### src/rcw_consts.svh
// Constants for the hard-reset configuration word latch
// How it works
// - The 32-bit configuration word is captured from the internal data bus, bits 0 to 31, when hard reset is released.
// - With the source select low the internal bus mirrors the external bus, which the outside party drives during the release.
// - With the internal source selected and flash words disabled the internal bus is driven with all zeros for the capture.
// - The captured word has no address of its own; its bits only set reset values of system interface register fields.
// - Word bit 0 picks bus arbitration: 0 internal arbiter, 1 external arbiter.
// - Word bit 1 becomes the processor interrupt-prefix bit right after reset, default zero.
// - Word bit 2 sets bus and clock-out drive, 0 full and 1 reduced, and the default clock-out mode.
// - Word bit 3 at 0 makes bank 0 active and matching every address on the boot chip select; at 1 it stays inactive.
// - Once software writes the bank 0 option register the boot setting is ignored and bank 0 follows that register.
`ifndef RCW_CONSTS_SVH
`define RCW_CONSTS_SVH

// Word bits in big-endian numbering, bit 0 is the MSB of the bus
`define CFG_ARB_BIT    0
`define CFG_PREFIX_BIT 1
`define CFG_DRIVE_BIT  2
`define CFG_BOOT_BIT   3

// Register word indices on wb_adr_i[7:2]
`define REG_SYSCFG_IDX 6'h00
`define REG_BANK0_IDX  6'h01
`define REG_STATUS_IDX 6'h02

// Field positions in the system interface config register
`define SYSCFG_ARB_POS    0
`define SYSCFG_DRIVE_POS  1
`define SYSCFG_CLOCK_OUTPUT_PIN_LSB 2

`define CLOCK_OUTPUT_PIN_MODE_FULL    2'h0
`define CLOCK_OUTPUT_PIN_MODE_REDUCED 2'h1
`define BANK0_OPT_RST       32'h00000000
`define SYNC_W              34

`endif

### src/rcw_pkg.sv
// Types for the hard-reset configuration word latch
`include "rcw_consts.svh"

package rcw_pkg;

  typedef enum logic [1:0] {
    ST_HOLD = 2'b01,
    ST_RUN  = 2'b10
  } phase_t;

  typedef struct packed {
    logic [1:0] clock_output_pin_mode;
    logic       bus_drive_reduce;
    logic       external_arbitration_sel;
  } sys_cfg_t;

  typedef struct packed {
    phase_t      phase;
    logic        hr_prev;
    logic [31:0] word;
    logic        interrupt_prefix;
    sys_cfg_t    syscfg;
    logic [31:0] bank0_opt;
    logic        bank0_written;
    logic        ack;
    logic [31:0] dat;
  } latch_state_t;

  typedef struct packed {
    logic [`SYNC_W-1:0] meta;
    logic [`SYNC_W-1:0] sync;
  } sync_state_t;

endpackage

### src/pin_sync.sv
// Two-stage synchroniser for the reset-time pins
`timescale 1ns/1ns
`include "rcw_consts.svh"

module pin_sync (
  // Clock and reset
  input  wire logic               clk_i,
  input  wire logic               rst_i,
  // Asynchronous pins and synchronised copy
  input  wire logic [`SYNC_W-1:0] pins_i,
  output logic      [`SYNC_W-1:0] sync_o
);

  rcw_pkg::sync_state_t s;
  rcw_pkg::sync_state_t next_s;

  // Only the second stage reads the first
  always_comb begin
    next_s      = s;
    next_s.meta = pins_i;
    next_s.sync = s.meta;
  end

  always_ff @(posedge clk_i) begin
    if (rst_i) begin
      s <= '0;
    end else begin
      s <= next_s;
    end
  end

  assign sync_o = s.sync;

endmodule // pin_sync

### src/config_word_latch.sv
// Hard-reset configuration word latch with Wishbone config registers
//
// Added by the designer: the Wishbone slave port and the placing of the registers.
`timescale 1ns/1ns
`include "rcw_consts.svh"

module config_word_latch (
  // Clock and reset
  input  wire logic        clk_i,
  input  wire logic        rst_i,
  // Reset-time pins
  input  wire logic        hard_reset_in_n_i,
  input  wire logic        config_source_select_n_i,
  input  wire logic [31:0] ext_data_i,
  // Flash configuration side
  input  wire logic        flash_word_disable_i,
  input  wire logic [31:0] flash_config_word_i,
  // Wishbone slave
  input  wire logic        wb_cyc_i,
  input  wire logic        wb_stb_i,
  input  wire logic        wb_we_i,
  input  wire logic [31:0] wb_adr_i,
  input  wire logic [3:0]  wb_sel_i,
  input  wire logic [31:0] wb_dat_i,
  output logic      [31:0] wb_dat_o,
  output logic             wb_ack_o,
  // Configuration outputs
  output logic             external_arbitration_sel_o,
  output logic             interrupt_prefix_init_o,
  output logic             bus_drive_reduce_o,
  output logic      [1:0]  clock_output_pin_mode_field_o,
  output logic             boot_match_all_o,
  output logic             bank0_enable_o,
  output logic      [31:0] bank0_option_reg_o,
  output logic             bank0_option_written_o,
  output logic             config_valid_o
);

  function automatic logic cfg_bit(input logic [31:0] w, input int n);
    cfg_bit = w[31-n];
  endfunction

  function automatic logic [31:0] merge(input logic [31:0] old_v,
                                        input logic [31:0] new_v,
                                        input logic [3:0]  sel);
    logic [31:0] r;
    r = old_v;
    for (int i = 0; i < 4; i++) begin
      if (sel[i]) begin
        r[i*8 +: 8] = new_v[i*8 +: 8];
      end
    end
    merge = r;
  endfunction

  function automatic rcw_pkg::sys_cfg_t cfg_defaults(input logic [31:0] w);
    rcw_pkg::sys_cfg_t c;
    c.external_arbitration_sel = cfg_bit(w, `CFG_ARB_BIT);
    c.bus_drive_reduce         = cfg_bit(w, `CFG_DRIVE_BIT);
    c.clock_output_pin_mode = cfg_bit(w, `CFG_DRIVE_BIT) ? `CLOCK_OUTPUT_PIN_MODE_REDUCED
                                               : `CLOCK_OUTPUT_PIN_MODE_FULL;
    cfg_defaults = c;
  endfunction

  localparam rcw_pkg::latch_state_t RESET_ST = '{
    phase: rcw_pkg::ST_HOLD, hr_prev: 1'b0, word: 32'h00000000,
    interrupt_prefix: 1'b0, syscfg: '0, bank0_opt: `BANK0_OPT_RST,
    bank0_written: 1'b0, ack: 1'b0, dat: 32'h00000000};

  logic [`SYNC_W-1:0]   pins_sync;
  logic                 hr_sync;
  logic                 src_sel_n;
  logic [31:0]          ext_sync;
  logic [31:0]          int_bus;
  logic                 release_edge;
  logic                 req;
  logic [5:0]           word_idx;
  logic [31:0]          syscfg_rd;
  logic [31:0]          syscfg_wr;
  rcw_pkg::latch_state_t s;
  rcw_pkg::latch_state_t next_s;

  // Pins are sampled together so the word lines up with the release edge
  pin_sync u_sync (
    .clk_i  (clk_i),
    .rst_i  (rst_i),
    .pins_i ({hard_reset_in_n_i, config_source_select_n_i, ext_data_i}),
    .sync_o (pins_sync)
  );

  assign hr_sync      = pins_sync[33];
  assign src_sel_n    = pins_sync[32];
  assign ext_sync     = pins_sync[31:0];
  assign release_edge = hr_sync & ~s.hr_prev;

  // Flash words are only used when enabled; disabled gives zeros
  always_comb begin
    if (!src_sel_n) begin
      int_bus = ext_sync;
    end else if (flash_word_disable_i) begin
      int_bus = 32'h00000000;
    end else begin
      int_bus = flash_config_word_i;
    end
  end

  assign req       = wb_cyc_i & wb_stb_i & ~s.ack;
  assign word_idx  = wb_adr_i[7:2];
  assign syscfg_rd = {28'h0000000, s.syscfg.clock_output_pin_mode,
                      s.syscfg.bus_drive_reduce,
                      s.syscfg.external_arbitration_sel};
  assign syscfg_wr = merge(syscfg_rd, wb_dat_i, wb_sel_i);

  always_comb begin
    next_s         = s;
    next_s.hr_prev = hr_sync;
    next_s.ack     = req;
    if (req && !wb_we_i) begin
      // The captured word itself has no address
      case (word_idx)
        `REG_SYSCFG_IDX: next_s.dat = syscfg_rd;
        `REG_BANK0_IDX:  next_s.dat = s.bank0_opt;
        `REG_STATUS_IDX: next_s.dat = {29'h0, boot_match_all_o,
                                       s.bank0_written,
                                       s.phase == rcw_pkg::ST_RUN};
        default:         next_s.dat = 32'h00000000;
      endcase
    end
    case (s.phase)
      rcw_pkg::ST_HOLD: begin
        next_s.word             = 32'h00000000;
        next_s.interrupt_prefix = 1'b0;
        next_s.syscfg           = cfg_defaults(32'h00000000);
        next_s.bank0_opt        = `BANK0_OPT_RST;
        next_s.bank0_written    = 1'b0;
        if (release_edge) begin
          next_s.phase            = rcw_pkg::ST_RUN;
          next_s.word             = int_bus;
          next_s.syscfg           = cfg_defaults(int_bus);
          next_s.interrupt_prefix = cfg_bit(int_bus, `CFG_PREFIX_BIT);
        end
      end
      rcw_pkg::ST_RUN: begin
        if (!hr_sync) begin
          next_s.phase = rcw_pkg::ST_HOLD;
        end else if (req && wb_we_i) begin
          case (word_idx)
            `REG_SYSCFG_IDX: begin
              next_s.syscfg.external_arbitration_sel =
                syscfg_wr[`SYSCFG_ARB_POS];
              next_s.syscfg.bus_drive_reduce = syscfg_wr[`SYSCFG_DRIVE_POS];
              next_s.syscfg.clock_output_pin_mode =
                syscfg_wr[`SYSCFG_CLOCK_OUTPUT_PIN_LSB +: 2];
            end
            `REG_BANK0_IDX: begin
              next_s.bank0_opt     = merge(s.bank0_opt, wb_dat_i, wb_sel_i);
              next_s.bank0_written = 1'b1;
            end
            default: begin
            end
          endcase
        end
      end
      default: begin
        next_s.phase = rcw_pkg::ST_HOLD;
      end
    endcase
  end

  always_ff @(posedge clk_i) begin
    if (rst_i) begin
      s <= RESET_ST;
    end else begin
      s <= next_s;
    end
  end

  // Bank 0 enable bit of the option register is taken as its lowest bit
  assign boot_match_all_o = (s.phase == rcw_pkg::ST_RUN) &
                            ~cfg_bit(s.word, `CFG_BOOT_BIT) &
                            ~s.bank0_written;
  assign bank0_enable_o = s.bank0_written ? s.bank0_opt[0]
                                          : boot_match_all_o;

  assign wb_dat_o                   = s.dat;
  assign wb_ack_o                   = s.ack;
  assign external_arbitration_sel_o = s.syscfg.external_arbitration_sel;
  assign interrupt_prefix_init_o    = s.interrupt_prefix;
  assign bus_drive_reduce_o         = s.syscfg.bus_drive_reduce;
  assign clock_output_pin_mode_field_o        = s.syscfg.clock_output_pin_mode;
  assign bank0_option_reg_o         = s.bank0_opt;
  assign bank0_option_written_o     = s.bank0_written;
  assign config_valid_o             = s.phase == rcw_pkg::ST_RUN;
endmodule // config_word_latch

### config.mk
export PLATFORM = sky130hd
export DESIGN_NAME = config_word_latch
export DESIGN_NICKNAME = d
export VERILOG_FILES = /design/src/rcw_pkg.sv /design/src/pin_sync.sv /design/src/config_word_latch.sv
export VERILOG_INCLUDE_DIRS = /design/src /design/src/src
export SDC_FILE = /design/constraint.sdc
export NUM_CORES = 1
export LEC_CHECK = 0
export ABC_CLOCK_PERIOD_IN_PS = 2000
export BUFFER_PORTS_ARGS = -buffer_cell sky130_fd_sc_hd__buf_2
export CAP_MARGIN = 20
export CORE_ASPECT_RATIO = 1.75
export CORE_MARGIN = 3
export CORE_UTILIZATION = 45
export CTS_CLUSTER_DIAMETER = 60
export DETAILED_ROUTE_END_ITERATION = 8
export GPL_TIMING_DRIVEN = 0
export PLACE_DENSITY = 0.78
export SLEW_MARGIN = 20
export SYNTH_ARGS = -nofsm -noshare
export SYNTH_HDL_FRONTEND = slang
export SYNTH_HIERARCHICAL = 1
export SYNTH_SLANG_ARGS = --single-unit
### constraint.sdc
create_clock -name clk_i -period 2 [get_ports clk_i]
set_clock_uncertainty 0.1 [all_clocks]
set_input_delay 0.2 -clock clk_i [delete_from_list [all_inputs] [get_ports clk_i]]
set_output_delay 0.2 -clock clk_i [all_outputs]
set_load 0.02 [all_outputs]
Word-level counts from Yosys, hierarchy flattened:

Index checks and enable logic that the tools add are counted.
Widths: inputs -> output; s select.

* equality and inequality tests: 14
* multiplexer cells: 19
* bitwise operators: 9
* reductions and logical operators: 12

Operators with widths (count)
* $pmux 32 s3: 1
* $mux 37: 2
* $pmux 37 s2: 1
* $mux 32: 2
* $mux 34: 1
* $mux 33: 1
* $mux 8: 4
* $reduce_and 5->1: 5
* $ne 2x2->1 const B: 6
* $mux 4: 2
* $ne 2x1->1 const B: 4
* $eq 6x1->1 const B: 1
* $eq 6x2->1 const B: 1
* $logic_not 6->1: 1
* $and 1x1->1: 5
* $mux 2: 2
* $not 1->1: 4
* $pmux 2 s2: 1
* $reduce_and 4->1: 1
* $eq 2x1->1 const B: 1
* $eq 2x2->1 const B: 1
* $logic_and 1x1->1: 2
* $mux 1: 2
* $reduce_and 2->1: 1
* 2 further kinds: 2

* register bits after elaboration: 171
* output and inout port bits: 74

Longest topological paths before layout:

* depth after elaboration: 6
* gate-level depth with buffers: 8
* depth with buffers taken out: 6

Cells and area by module:

The synthesis kept the hierarchy.

By module, submodules not included
* config_word_latch: times used 1, cells each 372, area each 3499.6 um^2
* pin_sync: times used 1, cells each 143, area each 1836.8 um^2

Worst setup path before layout:

OpenSTA, ideal clock, no wires.

* path type: register -> register
* from: register s[104] (netlist bit)
* to: register s, in the netlist wb_dat_o[2]
* arrival time: 2.089 ns
* data required time: 1.841 ns
* path slack: -0.248 ns
* stages on the path, launching flop included: 8
* buffers on the path: 1
* clock period less this slack: 2.248 ns
* path through: dfxtp_1 > inv_1 > ha_1 > buf_1 > nor3b_1 > mux2i_1 > o21ai_0 > and3_1

* cells in the longest elaborated chain, start to end: 4

RTL lines
* start, declared: RTL line config_word_latch.sv:80 `rcw_pkg::latch_state_t s;`
* start signal, assigned: RTL line config_word_latch.sv:174 `s <= next_s;`
* $eq 2x2->1
* net config_valid_o: RTL line config_word_latch.sv:36 `output logic config_valid_o`
* $and 1x1->1 (2 in a row): RTL line config_word_latch.sv:179 `assign boot_match_all_o = (s.phase == rcw_pkg::ST_RUN) &`
* net boot_match_all_o: RTL line config_word_latch.sv:32 `output logic boot_match_all_o,`
* $pmux 32 s3: RTL line config_word_latch.sv:120 `case (word_idx)`

The timed path passes the listed nets, and every way through them passes these cells.
A chain may end at the register's enable or synchronous reset.

Final worst setup path:

* from: register s[104] (netlist bit)
* to: register s, in the netlist bank0_option_reg_o[20]

* cells in the longest elaborated chain, start to end: 3
* elaborated cells between the ends (all ways): 9
* those cells by class: 6 x eq/ne; 1 x mux; 2 x reduce/logical

RTL lines
* $eq 2x2->1 / $eq 2x1->1 (equally long branches): RTL line config_word_latch.sv:129 `case (s.phase)`
* $ne 2x2->1 (no line), or another cell as far along
* $reduce_and 5->1 (no line)

Several ways; a longest one is shown, not always the timed one.

==> results.yml <==
clocking:
  cts_tree: "built"
  numCtsBuffers: 9
  clk_latency_ns: 0.34
  path_clk_slew_ns: 0.06
  clockBufferDepth: 2
  cts_sinks: 87
  cts_max_level: 3
  ctsRootBufferMaster: "clkbuf_16"
outcome:
  failed_checks: "negative hold slack"
  status: "finished with violations"
route:
  vias: 3460
  wirelength_mm: 10.2
  first_pass_iters: 4
  drtIter0Drc: 198
  wl_per_cell_um: 14.9
  drc: 0
  drtAntennaViolNets: 0
  viasPerCell: 5.02
logic_synthesis:
  synth_nets: 541
  avgSynthCellArea_um2: 9.62
  yosysWarningCount: 6
  postSynthCellCount: 399
  synth.cell_area_mm2: 0.00384
grt:
  antenna_found_initial: 0
  grt_util_all_layers_pct: 21.3
  overflow: 0
  grt_pass1_vias: 3341
  grt_pass1_wl_mm: 15.8
  grt_max_degree: 15
timing:
  fin_crit_sh_pct: 95.3
  max_freq_mhz: 525
  hold_viol: 1
  setup_violations: 0
  fin_crit_ns: 1.91
  tightest_slew_ns: 0.635
  relSlewSlack_pct: 57.6
  final_max_slew_viol_count: 0
  fin_ws_ns: 0.0944
  hold_ws_ns: -0.000937
die:
  num_rows: 44
  die_width_um: 75.8
  ios: 214
  fp.coreArea_mm2: 0.00831
  start_util_pct: 46.2
  die_area_mm2: 0.00972
  die_h_um: 128
placed_design:
  portBuffers: 128
  placed_cells: 642
  gp_congestion: 0.840
  hpwl_mm: 7.52
  place_ws_ns: -0.189
power:
  p_seq_share_pct: 44.8
  p_sw_w: 0.000803
  ir_drop_v: 0.000528
  power.density_mw_per_mm2: 737
  p_comb_share_pct: 6.9
  leakagePower_nw: 2.51
  p_sw_share_pct: 20.4
  fin_total_pwr_w: 0.00393
  p_clk_share_pct: 48.4
  p_int_w: 0.00313
setup_path:
  worstPathRequired_ns: 2.18
  crit_path_end_kind: "flop"
  critPathMaxFanout: 8
  arrival_ns: 2.09
  worst_setup_path_start_kind: "flop"
  path_class: "flop to flop"
  reg2reg_depth: 6
hold_path:
  min_path_type: "primary input to flop"
  holdPathStages: 2
cells_and_area:
  antenna_cells: 0
  fin_util_pct: 64.1
  areaGrowthSynthToFinish_pct: 38.9
  final_nets: 712
  drive_gt1_share_pct: 43.0
  finalNonFillerCells: 689
flow_run:
  maxCapViolations: 0
-- critical path, cell delays in order, from the launching register on --
cell and delay, ns:
dfxtp_2 0.32, inv_1 0.09, ha_4 0.20, nand2b_1 0.13, or4b_4 0.58, nor2_4 0.25
a22o_1 0.18
-- final timing paths --
path,endpoint,start,slack [ns]
hold reg to reg,u_sync/sync_o[30],u_sync/next_s[30],0.35
setup / recovery,bank0_option_reg_o[20],s[104],0.09
setup reg to reg,bank0_option_reg_o[20],s[104],0.09
hold / removal,bank0_option_reg_o[17],wb_dat_i[17],-0.0009
-- per-layer routing --
layer  part of all wire [%]  GRT usage, %  vias to the layer above
met2                     51          35.3                      140
met5                      0             0                        -
li1                       -             -                     1686
met1                     39          24.4                     1606
met3                    7.3          5.65                       28
met4                    2.7          10.3                        0
-- per-stage QoR --
| stage | setup TNS [ns] | hold slack, ns | instance area (um^2) |
|---|---|---|---|
| 2_1_floorplan | 0 | 0.226 | 3840 |
| 3_3_place_gp | -3.79 | 0.303 | 4630 |
| 3_5_place_dp | -5.87 | 0.309 | 4630 |
| 4_1_cts | 0 | 0.00124 | 5300 |
| 5_1_grt | -0.00703 | 0.00489 | 5330 |
| 6_report | 0 | -0.000937 | 5330 |
-- power groups by stage --
stage	Sequential (W)	Combinational, W	Clock [W]
after floorplan	0.00179	0.000115	0
after global placement	0.00179	0.000209	0
after detailed placement	0.00179	0.000214	0
after CTS	0.00176	0.000262	0.00193
after global routing	0.00176	0.000294	0.00200
final	0.00176	0.000269	0.00190
-- final cells by class --
class / instances / area (um^2)
multi-input combinational: 217 / 1510
fill: 679 / 2980
clock inverter: 5 / 106
clock buffer: 10 / 239
sequential: 87 / 1740
inverter: 5 / 18.8
tap: 115 / 144
buffer: 87 / 602
timing repair buffer: 163 / 973
-- timing repair --
item                                    CTS  global route
cloned                                    0             0
hold buffers                             28             0
endpoints found under the setup margin   39            55
resized for setup                         5             8
hold endpoints to repair                 33             0
setup buffers                             4             3
pin swaps                                 3             5
-- layout by cell type (no fill, tap or decap), types with 6 or more instances in the layout --
cell / count
dlygate4sd3_1: 28
mux2i_1: 6
nor2_1: 35
buf_4: 76
clkbuf_16: 9
nand3b_1: 7
nand2b_1: 7
nand3_1: 13
a21oi_1: 15
clkbuf_1: 7
dfxtp_1: 85
buf_2: 133
a22oi_1: 31
nor2b_1: 14
a22o_1: 22
nand2_1: 16
-- registers in the layout, summed over array words and instances (netlist names), 2 cells and up --
register	flops
bank0_option_reg_o	32
clock_output_pin_mode_field_o	2
s	4
u_sync/next_s	6
u_sync/sync_o	6
wb_dat_o	32
Note: power is estimated with default switching activity, not from simulation.
